==> config.mk <==
export PLATFORM = sky130hd
export DESIGN_NAME = hlc_regs
export DESIGN_NICKNAME = d
export VERILOG_FILES = /design/src/hdl/hlc_pkg.sv /design/src/hdl/hlc_regs.sv
export SDC_FILE = /design/constraint.sdc
export NUM_CORES = 1
export LEC_CHECK = 0
export BUFFER_PORTS_ARGS = -buffer_cell sky130_fd_sc_hd__buf_4
export CAP_MARGIN = 40
export CORE_MARGIN = 2
export CORE_UTILIZATION = 50
export DETAILED_ROUTE_END_ITERATION = 8
export PLACE_DENSITY = 0.78
export SYNTH_ARGS = -nofsm -noshare
export SYNTH_HDL_FRONTEND = slang
export SYNTH_SLANG_ARGS = --single-unit
==> constraint.sdc <==
create_clock -name clk_in -period 4.9 [get_ports clk_in]
set_clock_uncertainty 0.05 [all_clocks]
set_input_delay 0 -clock clk_in [delete_from_list [all_inputs] [get_ports clk_in]]
set_output_delay 0 -clock clk_in [all_outputs]
set_load 0.005 [all_outputs]
==> src/hdl/hlc_pkg.sv <==
// Purpose: Constants and types for the headroom limiter configuration bank
// Assumes: Byte-wide control port with 16-bit register addresses
// Notes:   Offsets are byte addresses on the control port
package hlc_pkg;
  localparam logic [15:0] HLC_OFS_LIM     = 16'h20d2;
  localparam logic [15:0] HLC_OFS_MAXATN  = 16'h20d3;
  localparam logic [15:0] HLC_OFS_ATK     = 16'h20d4;
  localparam logic [15:0] HLC_OFS_RLS     = 16'h20d5;
  localparam logic [15:0] HLC_OFS_HYST    = 16'h20d6;
  localparam logic [15:0] HLC_OFS_EN      = 16'h20df;
  localparam logic [7:0]  HLC_RST_LIM     = 8'h00;
  localparam logic [4:0]  HLC_RST_MAXATN  = 5'h14;
  localparam logic [3:0]  HLC_RST_ATK     = 4'h2;
  localparam logic [3:0]  HLC_RST_RLS     = 4'h4;
  localparam logic [2:0]  HLC_RST_HYST    = 3'h3;
  localparam logic        HLC_RST_HYST_EN = 1'b1;
  localparam logic        HLC_RST_EN      = 1'b0;
  localparam logic [4:0]  HLC_THR_MAX     = 5'h0f;
  localparam logic [4:0]  HLC_ATN_MAX     = 5'h14;
  localparam logic [3:0]  HLC_ATK_MAX     = 4'hc;
  localparam logic [3:0]  HLC_RLS_MAX     = 4'hd;
  localparam int          HLC_THR_LSB     = 1;
  localparam int          HLC_HYST_LSB    = 1;
  localparam logic        HLC_MODE_DIST   = 1'b0;
  // Rate base times in ns per dB, clock period in ns, and base times in clock cycles per dB
  localparam longint      HLC_ATK_BASE_NS = 20000;
  localparam longint      HLC_RLS_BASE_NS = 2000000;
  localparam longint      HLC_CLK_NS      = 20;
  localparam int          HLC_ATK_BASE_CYC = int'(HLC_ATK_BASE_NS / HLC_CLK_NS);
  localparam int          HLC_RLS_BASE_CYC = int'(HLC_RLS_BASE_NS / HLC_CLK_NS);

  typedef struct packed {
    logic        wr;
    logic        rd;
    logic [15:0] addr;
    logic [7:0]  wdata;
  } hlc_req_t;

  typedef struct packed {
    logic        enable;
    logic        fixed_mode;
    logic [4:0]  threshold_db;
    logic [4:0]  max_atten_db;
    logic [31:0] attack_cyc_per_db;
    logic [31:0] release_cyc_per_db;
    logic        hyst_active;
    logic [3:0]  hyst_lsb;
  } hlc_cfg_t;
endpackage : hlc_pkg

==> src/hdl/hlc_regs.sv <==
// Purpose: Register bank steering the headroom tracker
// Assumes: Control port request is synchronous to clk_in
// Notes:   Reserved codes are stored as written and decode to safe limits
`timescale 1ns/1ps
module hlc_regs (
  // Clock and reset
  input  wire logic          clk_in,
  input  wire logic          rstn_in,
  // Control port
  input  wire hlc_pkg::hlc_req_t req_in,
  output logic [7:0]         rdata_out,
  output logic               hit_out,
  // Decoded configuration
  output hlc_pkg::hlc_cfg_t  cfg_out
);
  import hlc_pkg::*;

  // Decoded reset state, so cfg_out is legal from the first edge
  localparam hlc_cfg_t CFG_RST = '{
    enable:             HLC_RST_EN,
    fixed_mode:         (HLC_RST_LIM[0] != HLC_MODE_DIST),
    threshold_db:       5'h00,
    max_atten_db:       HLC_RST_MAXATN,
    attack_cyc_per_db:  32'(HLC_ATK_BASE_CYC) << HLC_RST_ATK,
    release_cyc_per_db: 32'(HLC_RLS_BASE_CYC) << HLC_RST_RLS,
    hyst_active:        HLC_RST_HYST_EN,
    hyst_lsb:           4'h4
  };

  logic [7:0] lim_r,    lim_nxt;
  logic [4:0] atn_r,    atn_nxt;
  logic [3:0] atk_r,    atk_nxt;
  logic [3:0] rls_r,    rls_nxt;
  logic [2:0] hyst_r,   hyst_nxt;
  logic       hyen_r,   hyen_nxt;
  logic       en_r,     en_nxt;
  logic [7:0] rdata_r,  rdata_nxt;
  hlc_cfg_t   cfg_r,    cfg_nxt;
  logic [4:0] thr_fld;

  // Register writes and readback
  always_comb begin
    lim_nxt   = lim_r;
    atn_nxt   = atn_r;
    atk_nxt   = atk_r;
    rls_nxt   = rls_r;
    hyst_nxt  = hyst_r;
    hyen_nxt  = hyen_r;
    en_nxt    = en_r;
    rdata_nxt = rdata_r;
    if (req_in.wr) begin
      case (req_in.addr)
        HLC_OFS_LIM:    lim_nxt  = {2'h0, req_in.wdata[5:0]};
        HLC_OFS_MAXATN: atn_nxt  = req_in.wdata[4:0];
        HLC_OFS_ATK:    atk_nxt  = req_in.wdata[3:0];
        HLC_OFS_RLS:    rls_nxt  = req_in.wdata[3:0];
        HLC_OFS_HYST: begin
          hyst_nxt = req_in.wdata[HLC_HYST_LSB +: 3];
          hyen_nxt = req_in.wdata[0];
        end
        HLC_OFS_EN:     en_nxt   = req_in.wdata[0];
        default:        en_nxt   = en_r;
      endcase
    end
    if (req_in.rd) begin
      case (req_in.addr)
        HLC_OFS_LIM:    rdata_nxt = lim_r;
        HLC_OFS_MAXATN: rdata_nxt = {3'h0, atn_r};
        HLC_OFS_ATK:    rdata_nxt = {4'h0, atk_r};
        HLC_OFS_RLS:    rdata_nxt = {4'h0, rls_r};
        HLC_OFS_HYST:   rdata_nxt = {4'h0, hyst_r, hyen_r};
        HLC_OFS_EN:     rdata_nxt = {7'h00, en_r};
        default:        rdata_nxt = 8'h00;
      endcase
    end
  end

  // Decode of fields into tracker controls
  always_comb begin
    thr_fld                = lim_r[HLC_THR_LSB +: 5];
    cfg_nxt.enable         = en_r;
    cfg_nxt.fixed_mode     = (lim_r[0] != HLC_MODE_DIST);
    cfg_nxt.threshold_db   = 5'h00;
    if (cfg_nxt.fixed_mode) begin
      cfg_nxt.threshold_db = (thr_fld > HLC_THR_MAX) ? HLC_THR_MAX : thr_fld;
    end
    cfg_nxt.max_atten_db   = (atn_r == 5'h00 || atn_r > HLC_ATN_MAX) ? HLC_ATN_MAX : atn_r;
    cfg_nxt.attack_cyc_per_db = 32'(HLC_ATK_BASE_CYC) << ((atk_r > HLC_ATK_MAX) ? HLC_ATK_MAX : atk_r);
    cfg_nxt.release_cyc_per_db = 32'(HLC_RLS_BASE_CYC) << ((rls_r > HLC_RLS_MAX) ? HLC_RLS_MAX : rls_r);
    cfg_nxt.hyst_active    = hyen_r;
    case (hyst_r)
      3'h0:    cfg_nxt.hyst_lsb = 4'h1;
      3'h1:    cfg_nxt.hyst_lsb = 4'h2;
      3'h2:    cfg_nxt.hyst_lsb = 4'h3;
      3'h3:    cfg_nxt.hyst_lsb = 4'h4;
      3'h4:    cfg_nxt.hyst_lsb = 4'h6;
      3'h5:    cfg_nxt.hyst_lsb = 4'h8;
      3'h6:    cfg_nxt.hyst_lsb = 4'ha;
      default: cfg_nxt.hyst_lsb = 4'hc;
    endcase
    if (!hyen_r) begin
      cfg_nxt.hyst_lsb = 4'h0;
    end
  end

  always_ff @(posedge clk_in) begin
    if (!rstn_in) begin
      lim_r   <= HLC_RST_LIM;
      atn_r   <= HLC_RST_MAXATN;
      atk_r   <= HLC_RST_ATK;
      rls_r   <= HLC_RST_RLS;
      hyst_r  <= HLC_RST_HYST;
      hyen_r  <= HLC_RST_HYST_EN;
      en_r    <= HLC_RST_EN;
      rdata_r <= 8'h00;
      cfg_r   <= CFG_RST;
    end else begin
      lim_r   <= lim_nxt;
      atn_r   <= atn_nxt;
      atk_r   <= atk_nxt;
      rls_r   <= rls_nxt;
      hyst_r  <= hyst_nxt;
      hyen_r  <= hyen_nxt;
      en_r    <= en_nxt;
      rdata_r <= rdata_nxt;
      cfg_r   <= cfg_nxt;
    end
  end

  assign rdata_out = rdata_r;
  assign cfg_out   = cfg_r;
  assign hit_out   = (req_in.addr == HLC_OFS_LIM) || (req_in.addr == HLC_OFS_MAXATN) ||
                     (req_in.addr == HLC_OFS_ATK) || (req_in.addr == HLC_OFS_RLS) ||
                     (req_in.addr == HLC_OFS_HYST) || (req_in.addr == HLC_OFS_EN);

  // Checks
  en_follow_a: assert property (@(posedge clk_in) disable iff (!rstn_in)
    (req_in.wr && req_in.addr == HLC_OFS_EN) |-> ##2 cfg_out.enable == $past(req_in.wdata[0], 2))
    else $error("enable did not follow write");
  thr_ignored_a: assert property (@(posedge clk_in) disable iff (!rstn_in)
    !cfg_out.fixed_mode |-> cfg_out.threshold_db == 5'h00)
    else $error("threshold used in distortion mode");
  mode_pol_a: assert property (@(posedge clk_in) disable iff (!rstn_in)
    (req_in.wr && req_in.addr == HLC_OFS_LIM) |-> ##2 cfg_out.fixed_mode == $past(req_in.wdata[0], 2))
    else $error("mode polarity wrong");
  thr_range_a: assert property (@(posedge clk_in) disable iff (!rstn_in)
    cfg_out.threshold_db <= 5'h0f)
    else $error("threshold beyond -15dBFS");
  atn_cap_a: assert property (@(posedge clk_in) disable iff (!rstn_in)
    cfg_out.max_atten_db >= 5'h01 && cfg_out.max_atten_db <= 5'h14)
    else $error("attenuation cap out of range");
  atk_rate_a: assert property (@(posedge clk_in) disable iff (!rstn_in)
    (req_in.wr && req_in.addr == HLC_OFS_ATK && req_in.wdata[3:0] == 4'h0) |->
    ##2 cfg_out.attack_cyc_per_db == 32'd1000)
    else $error("attack base rate wrong");
  rls_rate_a: assert property (@(posedge clk_in) disable iff (!rstn_in)
    (req_in.wr && req_in.addr == HLC_OFS_RLS && req_in.wdata[3:0] == 4'h1) |->
    ##2 cfg_out.release_cyc_per_db == 32'd200000)
    else $error("release rate wrong");
  hyst_max_a: assert property (@(posedge clk_in) disable iff (!rstn_in)
    (req_in.wr && req_in.addr == HLC_OFS_HYST && req_in.wdata[3:0] == 4'hf) |->
    ##2 (cfg_out.hyst_lsb == 4'hc && cfg_out.hyst_active))
    else $error("hysteresis decode wrong");
  hyst_off_a: assert property (@(posedge clk_in) disable iff (!rstn_in)
    !cfg_out.hyst_active |-> cfg_out.hyst_lsb == 4'h0)
    else $error("hysteresis applied while disabled");

  // Readback of a written register, one idle cycle between
  lim_back_a: assert property (@(posedge clk_in) disable iff (!rstn_in)
    (req_in.wr && req_in.addr == HLC_OFS_LIM) ##1 !req_in.wr ##1 (req_in.rd && req_in.addr == HLC_OFS_LIM) |->
    ##1 rdata_out == {2'h0, $past(req_in.wdata[5:0], 3)})
    else $error("limiter register readback wrong");
  atn_back_a: assert property (@(posedge clk_in) disable iff (!rstn_in)
    (req_in.wr && req_in.addr == HLC_OFS_MAXATN) ##1 !req_in.wr ##1 (req_in.rd && req_in.addr == HLC_OFS_MAXATN) |->
    ##1 rdata_out == {3'h0, $past(req_in.wdata[4:0], 3)})
    else $error("attenuation register readback wrong");
  atk_back_a: assert property (@(posedge clk_in) disable iff (!rstn_in)
    (req_in.wr && req_in.addr == HLC_OFS_ATK) ##1 !req_in.wr ##1 (req_in.rd && req_in.addr == HLC_OFS_ATK) |->
    ##1 rdata_out == {4'h0, $past(req_in.wdata[3:0], 3)})
    else $error("attack register readback wrong");
  rls_back_a: assert property (@(posedge clk_in) disable iff (!rstn_in)
    (req_in.wr && req_in.addr == HLC_OFS_RLS) ##1 !req_in.wr ##1 (req_in.rd && req_in.addr == HLC_OFS_RLS) |->
    ##1 rdata_out == {4'h0, $past(req_in.wdata[3:0], 3)})
    else $error("release register readback wrong");
  hyst_back_a: assert property (@(posedge clk_in) disable iff (!rstn_in)
    (req_in.wr && req_in.addr == HLC_OFS_HYST) ##1 !req_in.wr ##1 (req_in.rd && req_in.addr == HLC_OFS_HYST) |->
    ##1 rdata_out == {4'h0, $past(req_in.wdata[3:0], 3)})
    else $error("hysteresis register readback wrong");
  en_back_a: assert property (@(posedge clk_in) disable iff (!rstn_in)
    (req_in.wr && req_in.addr == HLC_OFS_EN) ##1 !req_in.wr ##1 (req_in.rd && req_in.addr == HLC_OFS_EN) |->
    ##1 rdata_out == {7'h00, $past(req_in.wdata[0], 3)})
    else $error("enable register readback wrong");

  // Decode of edge, middle and reserved codes; enable hold and reset state
  atn_clamp_a: assert property (@(posedge clk_in) disable iff (!rstn_in)
    (req_in.wr && req_in.addr == HLC_OFS_MAXATN &&
     (req_in.wdata[4:0] == 5'h00 || req_in.wdata[4:0] > 5'h14)) |-> ##2 cfg_out.max_atten_db == 5'h14)
    else $error("reserved attenuation code not held at cap");
  atn_pass_a: assert property (@(posedge clk_in) disable iff (!rstn_in)
    (req_in.wr && req_in.addr == HLC_OFS_MAXATN && req_in.wdata[4:0] inside {[5'h01:5'h14]}) |->
    ##2 cfg_out.max_atten_db == $past(req_in.wdata[4:0], 2))
    else $error("attenuation cap decode wrong");
  atk_clamp_a: assert property (@(posedge clk_in) disable iff (!rstn_in)
    (req_in.wr && req_in.addr == HLC_OFS_ATK && req_in.wdata[3:0] >= 4'hc) |->
    ##2 cfg_out.attack_cyc_per_db == 32'd4096000)
    else $error("slowest attack rate wrong");
  rls_top_a: assert property (@(posedge clk_in) disable iff (!rstn_in)
    (req_in.wr && req_in.addr == HLC_OFS_RLS && req_in.wdata[3:0] >= 4'hd) |->
    ##2 cfg_out.release_cyc_per_db == 32'd819200000)
    else $error("slowest release rate wrong");
  thr_fixed_a: assert property (@(posedge clk_in) disable iff (!rstn_in)
    (req_in.wr && req_in.addr == HLC_OFS_LIM && req_in.wdata[0] && !req_in.wdata[5]) |->
    ##2 (cfg_out.fixed_mode && cfg_out.threshold_db == $past(req_in.wdata[5:1], 2)))
    else $error("fixed threshold decode wrong");
  thr_clamp_a: assert property (@(posedge clk_in) disable iff (!rstn_in)
    (req_in.wr && req_in.addr == HLC_OFS_LIM && req_in.wdata[0] && req_in.wdata[5]) |->
    ##2 cfg_out.threshold_db == 5'h0f)
    else $error("reserved threshold not held at floor");
  hyst_min_a: assert property (@(posedge clk_in) disable iff (!rstn_in)
    (req_in.wr && req_in.addr == HLC_OFS_HYST && req_in.wdata[3:0] == 4'h1) |->
    ##2 (cfg_out.hyst_lsb == 4'h1 && cfg_out.hyst_active))
    else $error("smallest hysteresis decode wrong");
  hyst_mid_a: assert property (@(posedge clk_in) disable iff (!rstn_in)
    (req_in.wr && req_in.addr == HLC_OFS_HYST && req_in.wdata[3:0] == 4'h9) |->
    ##2 cfg_out.hyst_lsb == 4'h6)
    else $error("middle hysteresis decode wrong");
  en_hold_a: assert property (@(posedge clk_in) disable iff (!rstn_in)
    !(req_in.wr && req_in.addr == HLC_OFS_EN) |-> ##2 $stable(cfg_out.enable))
    else $error("enable changed without a write");
  rst_vals_a: assert property (@(posedge clk_in) disable iff (!rstn_in)
    $rose(rstn_in) |-> (!cfg_out.enable && cfg_out.hyst_active && cfg_out.hyst_lsb == 4'h4 &&
      cfg_out.max_atten_db == 5'h14 && cfg_out.attack_cyc_per_db == 32'd4000 &&
      cfg_out.release_cyc_per_db == 32'd1600000))
    else $error("decoded reset state wrong");
endmodule : hlc_regs

==> metrics, run 1 <==
DR iter-0 viols ~110; Power Dens Cells between 200 and 300 mW/mm²; Util after Layout 0.656; port buffer count between 90 and 100; initial antenna violation count 0; Clk Latency, worst-skew pair approximately 0.35 ns; Setup Crit Path Kind reg -> reg; Setup TNS Final 0 ns; Tot Pwr 1.32 mW; final setup vio count 0; EDFF count, synth 0; Hold Path Class in -> reg; most frequent cells in the layout 98 x buf_4, 96 x dfxtp_1, 45 x nand2_1, 30 x nor2_1, 24 x mux2i_1; Final period util 0.446; Clk pin slew, worst setup/hold paths roughly 0.10 ns; CTS buffer count 9; Final Hold Vio Count 0; wire per inst 13.2 µm; nets around 540; metal3 WL 505 µm; final-report max-slew violation count 0; commonest non-fill, non-tap cell in the layout buf_4; minimum clock period ~2.2 ns; prevailing post-synth register cell dfxtp_1; Core ar. 0.00733 mm²; Die Y slightly above 90 µm; share of post-route cells with drive strength above 1 0.244; Yosys reg bits 96; number of vias in the routed layout 3085; Worst Max-Slew Pin Slew ~0.74 ns; CTS Root Cell clkbuf_8; CTS tree built; met2 wire length 3.82 mm; CP max FO 25; Top Metal Used met4; drt via density between 5 and 6; post-CTS sizing 0; Mapped Avg Cell Area between 9 and 10 µm²; WP data arrival 2.37 ns; num ports 118; total routed wirelength roughly 8.1 mm; Core Rows 31; Starting Density 0.524; # Post-CTS Setup Buffers 0; relative slew slack 0.497; first-pass GRT wire length around 13 mm; Synth-to-Final Area Change 25.3%; H-tree levels 3; synthesis warning total 0; Setup crit end kind flop; Worst EP required around 5.1 ns; RSZ-0062 raised after global routing no; Post-DRT Antenna Nets 0; WL met1 3.68 mm; Max Fclk approximately 460 MHz; Clock Sinks 96; Max Cap Violations 0; post-synthesis sequential area ratio 0.501; startpoint types flop; outcome completed; vias in the first global route 2742; Post-Syn Instances ~410; Max clock buf depth 2; First-pass DRT Iterations 5; Overflow after GRT 0; ys async rst share 0; Total GRT Usage 0.190; largest net degree at the start of global routing slightly above 70; die area between 0.008 and 0.009 mm²; hold-fix buffers at CTS 7; Final HPWL DP approximately 5.6 mm; antenna fix cells 0; Leak 2.22 nW; # DRC 0; worst vdd ir between 0.2 and 0.25 mV; unique cell type count in the Yosys netlist between 50 and 60; Chip Width 91.6 µm; post-synthesis cell area 0.00384 mm²; Final Wtd Congestion approximately 0.9
## Yosys cell counts, types with 5 or more instances
library cell  instances  share of area
inv_1                14          0.014
a21boi_0              5         0.0098
nand2b_1              7          0.011
and3_1                7          0.011
nand2_1              45          0.044
buf_4                17          0.033
nand3_1              11          0.014
mux2i_1              24          0.063
a21oi_1              14          0.018
dfxtp_1              96           0.50
o21ai_0              15          0.020
nor2_1               30          0.029
nor2b_1              23          0.037
ha_1                  5          0.016
nand4_1               5         0.0081
clkbuf_1             17          0.017
and2_1                6         0.0098
nor3_1               10          0.013
## stage by stage
stage	instances	worst slack [ns]	instance area (µm²)	hold slack, ns
floorplan	431	2.81	3910	0.0751
global placement	589	2.74	4560	0.180
detailed placement	589	2.73	4560	0.212
CTS	611	2.73	4810	0.0102
global route	611	2.45	4810	0.0440
finish	611	2.71	4810	0.0247
## worst paths after layout
kind         cells past startpoint                      start                         to  slack (ns)
min                              2                    rstn_in      atn_r[4]$_SDFFE_PN1P_        0.02
min reg2reg                      2  rdata_out[5]$_SDFFE_PN0P_  rdata_out[5]$_SDFFE_PN0P_        0.44
max                              9      rls_r[3]$_SDFFE_PN0P_     cfg_out[24]$_SDFF_PN1_        2.71
max reg2reg                      9      rls_r[3]$_SDFFE_PN0P_     cfg_out[24]$_SDFF_PN1_        2.71
## logic make-up (layout without fill, tap and decap cells)
| kind of cell | count (synthesis) | count (layout) | share of synthesized area |
|---|---|---|---|
| flip-flops | 96 | 96 | 0.501 |
| adder cells (fa/ha/maj) | 5 | 5 | 0.0163 |
| AND/OR/NAND/NOR | 164 | 164 | 0.232 |
| AO/OA/AOI/OAI | 64 | 64 | 0.110 |
| buffers and inverters | 54 | 135 | 0.0701 |
| XOR/XNOR | 2 | 2 | 0.00456 |
| multiplexers | 25 | 25 | 0.0655 |
| other | 1 | 21 | 0.000977 |
## routing by layer
layer  global-route usage  vias to the layer above
met5                    0                        -
met2                0.316                      106
met3               0.0435                        7
met1                0.247                     1411
li1                     -                     1561
met4               0.0518                        0
## layout make-up
cell class | count | area [µm²]
clock inverter | 6 | 53.8
sequential | 96 | 1920
tap | 99 | 124
fill | 649 | 2520
timing repair buffer | 105 | 806
clock buffer | 9 | 124
inverter | 15 | 56.3
multi-input combinational | 281 | 1720
## critical path: stages (launching register included)
cell,delay (ns)
dfxtp_1,0.79
nand2_1,0.10
nand2_1,0.12
inv_1,0.10
ha_1,0.34
nor2b_1,0.17
a21oi_1,0.17
nand2_1,0.06
o21ai_0,0.10
nand2_1,0.07
## power breakdown
| group | switching, mW | leakage (nW) | internal [mW] | total, mW |
|---|---|---|---|---|
| sequential | 0.000796 | 0.776 | 0.782 | 0.782 |
| combinational | 0.0338 | 1.37 | 0.0279 | 0.0617 |
| clock | 0.282 | 0.0818 | 0.190 | 0.472 |
## flip-flops by register name, indices dropped and copies added, names as in the netlist
register	count
en_r	1
rls_r	4
atn_r	5
hyen_r	1
hyst_r	3
lim_r	6
atk_r	4
cfg_out	66
rdata_out	6
(Power assumes the default switching activity.)
==> inputs of run 2 (changes only) <==
- CORE_UTILIZATION: 50 -> 46
- PLACE_DENSITY: 0.78 -> 0.76
- clock period: 4.9 -> 1.8 ns (I/O delays scaled with it)
==> run 2 against run 1 <==
  * Register-to-register slack got worse by 2.6 ns
  * Cell count grew 5.1%
  * Highest routed layer unchanged
  * Non-clock buffer count is 25 higher
  * Global-route usage barely moved
  * Setup slack worse by 2.6 ns
  * Clock power grew to 3.2 times the previous value
  * Critical path depth unchanged
  * Largest cell class unchanged
  * Power rose to 2.9 times the previous value
  * Die area grew 8.3%
==> metrics, run 2 (synthesis gave the netlist of run 1 again) <==
most frequent cells in the layout 119 x buf_4, 95 x dfxtp_1, 45 x nand2_1, 30 x nor2_1, 24 x mux2i_1; Core ar. between 0.008 and 0.009 mm²; total routed wirelength between 8 and 9 mm; Worst EP required between 1.5 and 2 ns; Max Cap Violations 0; Final Hold Vio Count 0; Setup crit end kind flop; CTS tree built; DR iter-0 viols 109; num ports about 120; critical path's most frequent cell nand2_1; RSZ-0062 raised after global routing no; minimum clock period ~1.7 ns; final non-filler cell total about 640; Final HPWL DP between 6 and 7 mm; Clk Latency, worst-skew pair 0.35 ns; initial antenna violation count 0; placed cells ~620; First-pass DRT Iterations 5; Max clock buf depth 2; Top Family by Delay on Critical Path simple AND/OR/NAND/NOR gates; Starting Density 0.472; max reg flops 66; Total GRT Usage 0.189; Reg with most FFs cfg_out; Chip Width about 95 µm; Synth-to-Final Area Change 31.9%; final setup vio count 0; Leak approximately 2.4 nW; Post-DRT Antenna Nets 0; Final period util 0.934; vias in the first global route roughly 2800; wire per inst 13.2 µm; first-pass GRT wire length roughly 13 mm; WP buf/inv 1; Util after Layout 0.623; die area slightly above 0.009 mm²; worst vdd ir 0.475 mV; Power Dens Cells roughly 760 mW/mm²; port buffer count just under 100; antenna fix cells 0; Hold Path Class in -> reg; Clk pin slew, worst setup/hold paths ~0.090 ns; share of post-route cells with drive strength above 1 0.277; drt via density about 4.9; CTS Root Cell clkbuf_8; Clock Sinks 96; Overflow after GRT 0; final-report max-slew violation count 0; Setup TNS Final 0 ns; CTS buffer count 9; relative slew slack 0.657; largest net degree at the start of global routing 28; Die Y about 95 µm; Core Rows 33; Max Fclk between 500 and 600 MHz; Worst Max-Slew Pin Slew slightly above 0.5 ns; startpoint types flop; number of vias in the routed layout 3138; crit path cell chain nand2_1, nand2_1, inv_1, ha_1, nor2b_1, a21oi_1, nand2_1, o21ai_0, nand2_1; Setup Crit Path Kind reg -> reg; outcome completed; CP max FO 5; Final Wtd Congestion between 0.8 and 0.9; CP max stage cell dfxtp_1; max incr delay on CP approximately 0.4 ns; # DRC 0; commonest non-fill, non-tap cell in the layout buf_4; H-tree levels 3; nets 566; WP data arrival between 1.5 and 2 ns; # Post-CTS Setup Buffers 0
run 2: changes by cell type in the layout (fill, tap and decap cells not counted):
| cell | before | now |
|---|---|---|
| buf_4 | 98 | 119 |
| buf_6 | 0 | 2 |
| bufinv_16 | 0 | 2 |
| clkinvlp_4 | 3 | 2 |
| dfxtp_1 | 96 | 95 |
| dfxtp_2 | 0 | 1 |
| dlygate4sd3_1 | 7 | 8 |
| dlymetal6s4s_1 | 0 | 1 |
| inv_6 | 1 | 2 |
| inv_8 | 2 | 0 |
| nor2_2 | 1 | 0 |
| nor2_4 | 0 | 1 |
run 2: repair_timing:
action,in CTS,in global routing
hold buffers,9,0
setup endpoints to repair,0,3
gates resized for setup,0,5
hold endpoints to repair,28,0
run 2: per-layer routing:
metal / track usage / vias to the layer above / wire [µm]
met5: 0 / - / 0
met1: 0.240 / 1408 / 3650
met2: 0.317 / 112 / 4120
met4: 0.0580 / 0 / 136
li1: - / 1608 / -
met3: 0.0482 / 10 / 552
run 2: worst paths after layout:
kind                               from                     end  slack [ns]  depth (start not counted)
setup / recovery  rls_r[3]$_SDFFE_PN0P_  cfg_out[24]$_SDFF_PN1_        0.12                          9
hold / removal               req_in[25]       en_r$_SDFFE_PN0P_        0.02                          4
setup reg to reg  rls_r[3]$_SDFFE_PN0P_  cfg_out[24]$_SDFF_PN1_        0.12                          9
hold reg to reg       en_r$_SDFFE_PN0P_  cfg_out[80]$_SDFF_PN0_        0.45                          1
run 2: final cells by class:
cell class,instances,area (µm²)
clock buffers,9,124
well taps,105,131
fillers,720,3070
flip-flops and latches,96,1920
inverters,15,56.3
repair buffers,130,1010
multi-input cells,281,1730
clock inverters,6,92.6
run 2: worst min-delay path: cells and delay by family:
kind | cells | cell delay [ns]
buffers and inverters | 1 | 0.13
multiplexers | 1 | 0.08
AND/OR/NAND/NOR | 2 | 0.18
run 2: where the power goes:
group | switching [mW] | internal (mW)
registers | 0.00176 | 2.13
clock network | 0.745 | 0.784
logic | 0.0937 | 0.0839
run 2: stage by stage:
| stage | area [µm²] | power [mW] | hold WS [ns] | setup slack [ns] |
|---|---|---|---|---|
| floorplan | 3920 | 2.28 | 0.0751 | 0.0112 |
| detailed placement | 4740 | 2.34 | 0.190 | -0.0337 |
| finish | 5060 | 3.84 | 0.0201 | 0.118 |
| global route | 5060 | 3.98 | 0.00847 | 0.00321 |
| CTS | 5050 | 3.87 | 0.00868 | 0.0482 |
| global placement | 4740 | 2.34 | 0.184 | 0.0221 |
